File: src/phy_mgmt_pkg.sv
/*
 * constants, field positions and carrier types for the quick-poll status
 * and 10base-t operations registers. assumes a 16-bit management word.
 */
package phy_mgmt_pkg;
    localparam logic [4:0]  ADDR_QP_STATUS  = 5'h11;
    localparam logic [4:0]  ADDR_TB_OPS     = 5'h12;
    localparam logic [4:0]  ADDR_VENDOR_LO  = 5'h19;
    localparam logic [4:0]  ADDR_VENDOR_HI  = 5'h1f;
    localparam logic [4:0]  PHY_ADDR_DFLT   = 5'h01;
    localparam int          PREAMBLE_LEN    = 32;
    localparam logic [1:0]  OP_READ         = 2'h2;
    localparam logic [1:0]  OP_WRITE        = 2'h1;
    // quick-poll status positions
    localparam int QP_RATE = 15;
    localparam int QP_DUPLEX = 14;
    localparam int QP_AN_LSB = 11;
    localparam int QP_LINK = 0;
    localparam int QP_AN_DONE = 4;
    localparam int QP_NO_SIGNAL = 3;
    // operations register positions
    localparam int OP_RJAB = 15;
    localparam int OP_POLREV = 14;
    localparam int OP_BUSMODE_LSB = 12;
    localparam int OP_XOVER = 11;
    localparam int OP_RX_TRISTATE = 10;
    localparam int OP_VGATE = 9;
    localparam int OP_TMUX = 8;
    localparam int OP_JAB_INH = 5;
    localparam int OP_RSVD1 = 4;
    localparam int OP_APOL_INH = 3;
    localparam int OP_SQE_INH = 2;
    localparam int OP_LLOSS_INH = 1;
    localparam int OP_SQL_INH = 0;
    localparam logic [1:0]  BUSMODE_RMII    = 2'h2;
    localparam logic [15:0] OPS_RESET       = 16'h0010;
    // 13:12 and 7:6 are fixed read values, everything else below 14 is writable
    localparam logic [15:0] OPS_WR_MASK     = 16'h0f3f;
    localparam logic [15:0] QP_RESET        = 16'h0000;
    // latched-high events, index -> bit of lh_cond and lh_val
    localparam int N_LH = 10;
    localparam int LH_TXLOST = 0;
    localparam int LH_PLL = 1;
    localparam int LH_FCAR = 2;
    localparam int LH_INVSYM = 3;
    localparam int LH_HALT = 4;
    localparam int LH_PREEND = 5;
    localparam int LH_JAB = 6;
    localparam int LH_RFAULT = 7;
    localparam int LH_RJAB = 8;
    localparam int LH_POLREV = 9;

    typedef struct packed {
        logic       rate_100;
        logic       full_duplex;
        logic [2:0] an_progress;
        logic       tx_signal_lost;
        logic       pll_lock_err;
        logic       false_carrier;
        logic       invalid_symbol;
        logic       halt_symbol;
        logic       premature_end;
        logic       an_complete;
        logic       no_signal;
        logic       jabber;
        logic       remote_fault;
        logic       link_ok;
        logic       remote_jabber;
        logic       polarity_reversed;
    } status_in_t;

    typedef struct packed {
        logic auto_crossover_enable;
        logic rx_out_en;
        logic vendor_access_en;
        logic test_mux_select;
        logic jabber_check_en;
        logic polarity_invert;
        logic sqe_test_en;
        logic link_force_pass;
        logic squelch_en;
    } ctrl_out_t;
endpackage

File: src/phy_status_and_tenbase_ctrl_regs.sv
/*
 * quick-poll status and 10base-t operations registers behind a serial
 * management slave. assumes status inputs come from the datapath in the
 * i_core_clk domain; mdc, mdio and straps are pins and get synchronised here.
 */
// Function
// - the three-bit negotiation progress code sits at bits 13:11, read-only, reset zero.
// - a premature stream end of two idle symbols latches a flag high.
// - a received halt code group latches a flag high.
// - a carrier start without a valid stream start latches a flag high.
// - a remote fault from the partner latches a read-only flag high, reset zero.
// - a far-end jabber in 10base-t latches a flag high, reset zero.
// - reversed polarity is corrected unless inhibited and is latched high.
// - the receive tri-state control releases the rmii receive outputs when one.
// - vendor registers 25 to 31 are reachable only while the gate control is zero.
// - the sqe test runs after transmit unless its inhibit is one.
// - the link-loss inhibit forces 10base-t link pass.
// - a read-write test bit, reset zero, picks the test multiplexer path.
`timescale 1ns/1ps
module phy_status_and_tenbase_ctrl_regs #(
    parameter logic [4:0] PHY_ADDR = phy_mgmt_pkg::PHY_ADDR_DFLT,
    parameter int         PRE_LEN  = phy_mgmt_pkg::PREAMBLE_LEN
) (
    input  wire logic                     i_core_clk,
    input  wire logic                     i_srst,
    input  wire logic                     i_mdc,
    input  wire logic                     i_mdio,
    output logic                          o_mdio,
    output logic                          o_mdio_oe,
    input  wire logic [2:0]               i_strap,
    input  wire phy_mgmt_pkg::status_in_t i_stat,
    output phy_mgmt_pkg::ctrl_out_t       o_ctrl
);
    typedef enum logic [4:0] {
        S_PRE  = 5'h01,
        S_ST   = 5'h02,
        S_HDR  = 5'h04,
        S_TA   = 5'h08,
        S_DATA = 5'h10
    } mgmt_state_t;

    mgmt_state_t state;
    logic [2:0]  mdc_sync;
    logic [1:0]  mdio_sync;
    logic [5:0]  strap_s1;
    logic [2:0]  strap_s2;
    logic        strap_pending;
    logic        mdc_rise;
    logic        bit_in;
    logic [5:0]  ones;
    logic [4:0]  cnt;
    logic [11:0] hdr;
    logic [15:0] shreg;
    logic        is_read;
    logic        hit;
    logic [15:0] ops;
    logic [2:0]  an_q;
    logic [3:0]  live_q;
    logic        rd_qp;
    logic        rd_ops;
    logic        link_eff;
    logic        link_val;
    logic [phy_mgmt_pkg::N_LH-1:0] lh_cond;
    logic [phy_mgmt_pkg::N_LH-1:0] lh_val;
    logic [15:0] qp_word;
    logic [15:0] ops_word;
    logic [15:0] rd_word;
    logic [4:0]  hdr_reg;

    // pins cross into the core clock
    always_ff @(posedge i_core_clk) begin
        if (i_srst) begin
            mdc_sync  <= 3'h0;
            mdio_sync <= 2'h3;
        end else begin
            mdc_sync  <= {mdc_sync[1:0], i_mdc};
            mdio_sync <= {mdio_sync[0], i_mdio};
        end
    end
    assign mdc_rise = mdc_sync[1] & !mdc_sync[2];
    assign bit_in   = mdio_sync[1];

    always_ff @(posedge i_core_clk) begin
        strap_s1 <= {strap_s1[2:0], i_strap};
        strap_s2 <= strap_s1[5:3];
    end

    // datapath-facing status
    assign link_eff = i_stat.link_ok | ops[phy_mgmt_pkg::OP_LLOSS_INH];

    always_comb begin
        lh_cond = '0;
        lh_cond[phy_mgmt_pkg::LH_TXLOST] = i_stat.tx_signal_lost;
        lh_cond[phy_mgmt_pkg::LH_PLL]    = i_stat.pll_lock_err;
        lh_cond[phy_mgmt_pkg::LH_FCAR]   = i_stat.false_carrier;
        lh_cond[phy_mgmt_pkg::LH_INVSYM] = i_stat.invalid_symbol;
        lh_cond[phy_mgmt_pkg::LH_HALT]   = i_stat.halt_symbol;
        lh_cond[phy_mgmt_pkg::LH_PREEND] = i_stat.premature_end;
        lh_cond[phy_mgmt_pkg::LH_JAB]    = i_stat.jabber
                                           & !ops[phy_mgmt_pkg::OP_JAB_INH];
        lh_cond[phy_mgmt_pkg::LH_RFAULT] = i_stat.remote_fault;
        lh_cond[phy_mgmt_pkg::LH_RJAB]   = i_stat.remote_jabber;
        lh_cond[phy_mgmt_pkg::LH_POLREV] = i_stat.polarity_reversed;
    end

    genvar gi;
    generate
        for (gi = 0; gi < phy_mgmt_pkg::N_LH; gi++) begin : g_lh
            latch_flag #(.LATCH_LOW(1'b0)) u_flag (
                .i_core_clk (i_core_clk),
                .i_srst     (i_srst),
                .i_cond     (lh_cond[gi]),
                .i_clr      (gi >= phy_mgmt_pkg::LH_RJAB ? rd_ops : rd_qp),
                .o_val      (lh_val[gi])
            );
        end
    endgenerate

    latch_flag #(.LATCH_LOW(1'b1)) u_link (
        .i_core_clk (i_core_clk),
        .i_srst     (i_srst),
        .i_cond     (link_eff),
        .i_clr      (rd_qp),
        .o_val      (link_val)
    );

    always_ff @(posedge i_core_clk) begin
        if (i_srst) begin
            an_q   <= 3'h0;
            live_q <= 4'h0;
        end else begin
            an_q   <= i_stat.an_progress;
            live_q <= {i_stat.rate_100, i_stat.full_duplex,
                       i_stat.an_complete, i_stat.no_signal};
        end
    end

    assign qp_word = {live_q[3:2], an_q,
                      lh_val[phy_mgmt_pkg::LH_TXLOST], lh_val[phy_mgmt_pkg::LH_PLL],
                      lh_val[phy_mgmt_pkg::LH_FCAR], lh_val[phy_mgmt_pkg::LH_INVSYM],
                      lh_val[phy_mgmt_pkg::LH_HALT], lh_val[phy_mgmt_pkg::LH_PREEND],
                      live_q[1:0], lh_val[phy_mgmt_pkg::LH_JAB],
                      lh_val[phy_mgmt_pkg::LH_RFAULT], link_val};
    assign ops_word = {lh_val[phy_mgmt_pkg::LH_RJAB], lh_val[phy_mgmt_pkg::LH_POLREV],
                       phy_mgmt_pkg::BUSMODE_RMII, ops[11:0]};

    // vendor window reads back zero, gated or not, as any unmapped register does
    always_comb begin
        case (hdr_reg)
            phy_mgmt_pkg::ADDR_QP_STATUS: rd_word = qp_word;
            phy_mgmt_pkg::ADDR_TB_OPS:    rd_word = ops_word;
            default:                      rd_word = 16'h0000;
        endcase
    end
    assign hdr_reg = hdr[4:0];

    // operations register; straps load bits 11:9 once after reset release
    always_ff @(posedge i_core_clk) begin
        if (i_srst) begin
            ops           <= phy_mgmt_pkg::OPS_RESET;
            strap_pending <= 1'b1;
        end else if (strap_pending) begin
            ops[11:9]     <= strap_s2;
            strap_pending <= 1'b0;
        end else if (mdc_rise && state == S_DATA && !is_read && hit && cnt == 5'd15
                     && hdr_reg == phy_mgmt_pkg::ADDR_TB_OPS) begin
            ops[11:0] <= {shreg[10:0], bit_in} & phy_mgmt_pkg::OPS_WR_MASK[11:0];
        end
    end

    // serial management frame engine
    always_ff @(posedge i_core_clk) begin
        if (i_srst) begin
            state     <= S_PRE;
            ones      <= 6'h00;
            cnt       <= 5'h00;
            hdr       <= 12'h000;
            shreg     <= 16'h0000;
            is_read   <= 1'b0;
            hit       <= 1'b0;
            o_mdio    <= 1'b1;
            o_mdio_oe <= 1'b0;
            rd_qp     <= 1'b0;
            rd_ops    <= 1'b0;
        end else begin
            rd_qp  <= 1'b0;
            rd_ops <= 1'b0;
            if (mdc_rise) begin
                case (state)
                    S_PRE: begin
                        o_mdio_oe <= 1'b0;
                        if (bit_in) begin
                            ones <= (ones == 6'h3f) ? ones : ones + 6'h01;
                        end else if (ones >= 6'(PRE_LEN)) begin
                            state <= S_ST;
                        end else begin
                            ones <= 6'h00;
                        end
                    end
                    S_ST: begin
                        ones  <= 6'h00;
                        cnt   <= 5'h00;
                        state <= bit_in ? S_HDR : S_PRE;
                    end
                    S_HDR: begin
                        hdr <= {hdr[10:0], bit_in};
                        cnt <= cnt + 5'h01;
                        if (cnt == 5'd11) begin
                            is_read <= hdr[10:9] == phy_mgmt_pkg::OP_READ;
                            hit     <= hdr[8:4] == PHY_ADDR;
                            cnt     <= 5'h00;
                            state   <= S_TA;
                        end
                    end
                    S_TA: begin
                        cnt <= cnt + 5'h01;
                        if (cnt == 5'd1) begin
                            cnt   <= 5'h00;
                            state <= S_DATA;
                        end else if (is_read && hit) begin
                            o_mdio    <= 1'b0;
                            o_mdio_oe <= 1'b1;
                            shreg     <= rd_word;
                            rd_qp     <= hdr_reg == phy_mgmt_pkg::ADDR_QP_STATUS;
                            rd_ops    <= hdr_reg == phy_mgmt_pkg::ADDR_TB_OPS;
                        end
                    end
                    S_DATA: begin
                        cnt <= cnt + 5'h01;
                        if (is_read && hit) begin
                            o_mdio <= shreg[15];
                            shreg  <= {shreg[14:0], 1'b0};
                        end else begin
                            shreg <= {shreg[14:0], bit_in};
                        end
                        if (cnt == 5'd16) begin
                            o_mdio_oe <= 1'b0;
                            o_mdio    <= 1'b1;
                            state     <= S_PRE;
                            ones      <= 6'h00;
                        end
                    end
                    default: state <= S_PRE;
                endcase
            end
        end
    end

    // controls out, all registered
    always_ff @(posedge i_core_clk) begin
        if (i_srst) begin
            o_ctrl <= '0;
        end else begin
            o_ctrl.auto_crossover_enable <= ops[phy_mgmt_pkg::OP_XOVER];
            o_ctrl.rx_out_en        <= !ops[phy_mgmt_pkg::OP_RX_TRISTATE];
            o_ctrl.vendor_access_en <= !ops[phy_mgmt_pkg::OP_VGATE];
            o_ctrl.test_mux_select  <= ops[phy_mgmt_pkg::OP_TMUX];
            o_ctrl.jabber_check_en  <= !ops[phy_mgmt_pkg::OP_JAB_INH];
            o_ctrl.polarity_invert  <= i_stat.polarity_reversed
                                       & !ops[phy_mgmt_pkg::OP_APOL_INH];
            o_ctrl.sqe_test_en      <= !ops[phy_mgmt_pkg::OP_SQE_INH];
            o_ctrl.link_force_pass  <= ops[phy_mgmt_pkg::OP_LLOSS_INH];
            o_ctrl.squelch_en       <= !ops[phy_mgmt_pkg::OP_SQL_INH];
        end
    end
endmodule

File: src/latch_flag.sv
/*
 * one latched status flag, high-latching or low-latching.
 * assumes the one-cycle clear strobe marks the moment the owning register is read.
 */
`timescale 1ns/1ps
module latch_flag #(
    parameter bit LATCH_LOW = 1'b0
) (
    input  wire logic i_core_clk,
    input  wire logic i_srst,
    input  wire logic i_cond,
    input  wire logic i_clr,
    output logic      o_val
);
    logic seen;
    logic event_now;

    assign event_now = LATCH_LOW ? !i_cond : i_cond;

    // a fresh event beats the read clear; a standing condition re-latches
    always_ff @(posedge i_core_clk) begin
        if (i_srst) begin
            seen <= LATCH_LOW;
        end else begin
            seen <= event_now | (seen & !i_clr);
        end
    end

    assign o_val = LATCH_LOW ? !seen : seen;
endmodule

File: config.mk
export PLATFORM = sky130hd
export DESIGN_NAME = phy_status_and_tenbase_ctrl_regs
export DESIGN_NICKNAME = d
export VERILOG_FILES = /design/src/phy_mgmt_pkg.sv /design/src/phy_status_and_tenbase_ctrl_regs.sv /design/src/latch_flag.sv
export SDC_FILE = /design/constraint.sdc
export NUM_CORES = 1
export LEC_CHECK = 0
export BUFFER_PORTS_ARGS = -buffer_cell sky130_fd_sc_hd__buf_2
export CORE_ASPECT_RATIO = 0.6
export CORE_UTILIZATION = 40
export DETAILED_ROUTE_END_ITERATION = 16
export PLACE_DENSITY = 0.62
export SLEW_MARGIN = 0
export SYNTH_ARGS = -nofsm -noshare
export SYNTH_HDL_FRONTEND = slang
export SYNTH_SLANG_ARGS = --single-unit
File: constraint.sdc
create_clock -name i_core_clk -period 4.8 [get_ports i_core_clk]
set_input_delay 0.24 -clock i_core_clk [delete_from_list [all_inputs] [get_ports i_core_clk]]
set_output_delay 0.24 -clock i_core_clk [all_outputs]
set_load 0.005 [all_outputs]
==> results.json <==
{
  "status": "complete, no violations",
  "drt_iter0_markers": 227,
  "place_hpwl_um": 6120,
  "r2r_cells": 7,
  "synth_top_area_cell": "dfxtp_1",
  "multiInputGateArea_um2": 1890,
  "finalSetupTns_ns": 0,
  "crit_path_end_kind": "register",
  "track_usage_pct": 18.1,
  "ys.flop_type": "dfxtp_1",
  "power.density_nw_per_um2": 353,
  "max_freq_mhz": 416,
  "ant_nets": 0,
  "synth-seq-cells": 101,
  "yosys_warnings": 0,
  "yosysUniqueCellTypes": 56,
  "insertion_delay_ns": 0.34,
  "drcViolationCount": 0,
  "required_ns": 5.02,
  "coreArea_um2": 9840,
  "vias_per_cell": 5.36,
  "cpMaxStageDelayCell": "a31oi_2",
  "maxCapViolCount": 0,
  "irDropWorstVdd_mv": 0.165,
  "min_from": "i_mdio",
  "cts_tree": "done",
  "syn-cell-area_um2": 4060,
  "ioPinCount": 36,
  "synth.avg_cell_area_um2": 9.36,
  "final_max_slew_viol_count": 0,
  "hold_end": "mdio_sync[0]",
  "antenna_found_initial": 0,
  "regToRegSetupSlack_ns": 2.40,
  "area_growth_pct": 14.5,
  "cts_max_path_buffers": 2,
  "antenna_cells": 0,
  "crit_type": "register to register",
  "slowest_delay_ns": 0.50,
  "setup_viol": 0,
  "synth_edf_count": 0,
  "die_area_um2": 10600,
  "port_buffers": 35,
  "post-route-min-period_ns": 2.40,
  "cts_made_buffers": 9,
  "hp-class": "input pin to register",
  "fin_crit_sh_pct": 50.0,
  "worst_pin_slew_ns": 0.817,
  "rsz0062_at_grt": "false",
  "path_clk_slew_ns": 0.07,
  "place_area_um2": 4320,
  "cts-resized-gates": 0,
  "gr-total-overflow": 0,
  "r2r-end": "state[0]",
  "crit_fanout": 9,
  "rows": 28,
  "cts_setup_buffers": 0,
  "post-synth-top-count-cell": "dfxtp_1",
  "nFillCells": 923,
  "root_buffer": "clkbuf_16",
  "final_area_um2": 4650,
  "startpoint_type": "register",
  "initial_core_util_pct": 41.2,
  "ys_top_cells_by_area": "dfxtp_1 (50%), mux2i_1 (5.9%), nor2_1 (4.7%)",
  "finClkSkew_ns": 0.00565,
  "yosys-top-cells-count": "dfxtp_1 (101), nor2_1 (51), nand2_1 (32)",
  "leakage_uw": 0.00170,
  "drive_gt1_share_pct": 13.5,
  "firstDrtPassIters": 4,
  "min_path_cells": 2,
  "wirelength_um": 9210,
  "htree_num_levels": 3,
  "nets": 491,
  "die_y_um": 80.0,
  "syn_inst": 434,
  "syn-num-nets": 465,
  "num_vias": 3217,
  "path_cells": "inv_1 > ha_1 > nand4bb_1 > a31oi_2 > and3_1 > nand2_1 > o41a_1",
  "final_cell_count_no_fill": 600,
  "grt_pass1_vias": 2904,
  "synth.top_cell.area_share_pct": 49.8,
  "ctsHoldBuffers": 3,
  "hold_violations": 0,
  "post-place-cells": 581,
  "routedWlPerCell_um": 15.4,
  "grt_max_degree": 79,
  "max-slew-margin-rel_pct": 45.6,
  "synth_seq_area_share_pct": 49.8,
  "r2r-start": "cnt[0]",
  "largest_reg_flops": 16,
  "cp.arrival_ns": 2.62,
  "grt_pass1_wl_um": 14800,
  "die_x_um": 132,
  "regArea_um2": 2020,
  "post-route-util_pct": 47.2,
  "cts.sinks": 101,
  "gp_congestion": 0.841,
  "synthArstFlopShare_pct": 0
}
## layout by cell type (no fill, tap or decap), types with 4 or more instances in the layout
| master | instances |
|---|---|
| o21ai_0 | 18 |
| dfxtp_1 | 101 |
| buf_2 | 35 |
| a211oi_1 | 10 |
| a22oi_1 | 4 |
| nor2b_1 | 19 |
| nand3_1 | 13 |
| o22ai_1 | 12 |
| nor2_1 | 51 |
| or3_1 | 4 |
| nand2b_1 | 5 |
| nand4_1 | 4 |
| a21oi_1 | 22 |
| a221o_1 | 11 |
| mux2i_1 | 24 |
| and3_1 | 4 |
| nand2_1 | 32 |
| nand3b_1 | 5 |
| clkbuf_16 | 9 |
| nor3_1 | 7 |
| ha_1 | 6 |
| inv_1 | 10 |
## layout make-up
class	instances	area share, %
timing repair buffer	40	4.74
clock inverter	6	1.56
inverter	12	0.969
tap	135	3.63
sequential	101	43.5
clock buffer	10	4.93
multi-input combinational	296	40.7
## worst max-delay path, delay by kind of cell, from the launching register on
kind | cells | cell delay (ns)
adder cells (fa/ha/maj) | 1 | 0.20
AO/OA/AOI/OAI | 2 | 0.92
flip-flops | 1 | 0.36
buffers and inverters | 1 | 0.09
AND/OR/NAND/NOR | 3 | 0.73
## metrics by stage
| stage | power, µW | hold slack, ns | worst slack, ns |
|---|---|---|---|
| floorplan | 914 | 0.268 | 2.82 |
| global placement | 935 | 0.310 | 2.47 |
| detailed placement | 937 | 0.312 | 2.34 |
| CTS | 1660 | 0.0707 | 2.42 |
| global route | 1710 | 0.0693 | 2.24 |
| finish | 1640 | 0.0770 | 2.40 |
## how the worst max path moves through the flow
stage	slack (ns)	from	endpoint
2_1_floorplan	2.82	cnt[0]	ops[4]
3_3_place_gp	2.47	state[1]	o_mdio
3_5_place_dp	2.34	i_srst	shreg[3]
4_1_cts	2.42	state[1]	o_mdio
5_1_grt	2.24	cnt[0]	ops[4]
6_report	2.40	cnt[0]	state[0]
## layer usage
| metal | vias to the layer above | track usage [%] | wire length [µm] |
|---|---|---|---|
| met5 | - | 0 | 0 |
| met4 | 0 | 5.00 | 46 |
| met3 | 5 | 5.65 | 549 |
| met2 | 82 | 24.1 | 3730 |
| met1 | 1532 | 27.2 | 4890 |
| li1 | 1598 | - | - |
## power by group
group | leakage [µW] | internal [µW] | switching, µW
sequential | 0.000827 | 859 | 9.63
clock | 0.000137 | 409 | 316
combinational | 0.000741 | 21.8 | 28.4
total | 0.00170 | 1290 | 354
## kinds of logic (layout without fill, tap and decap cells)
kind of cell	after synthesis	in the layout	share of synthesized area, %
AOI/OAI and AO/OA	97	97	16.4
xor gates and xnor gates	3	3	0.647
adders and majority gates	6	6	1.85
buffers and inverters	37	68	3.64
DFF	101	101	49.8
muxes	24	24	5.92
and+or+nand+nor	166	166	21.8
Note: power is estimated with default switching activity, not from simulation.
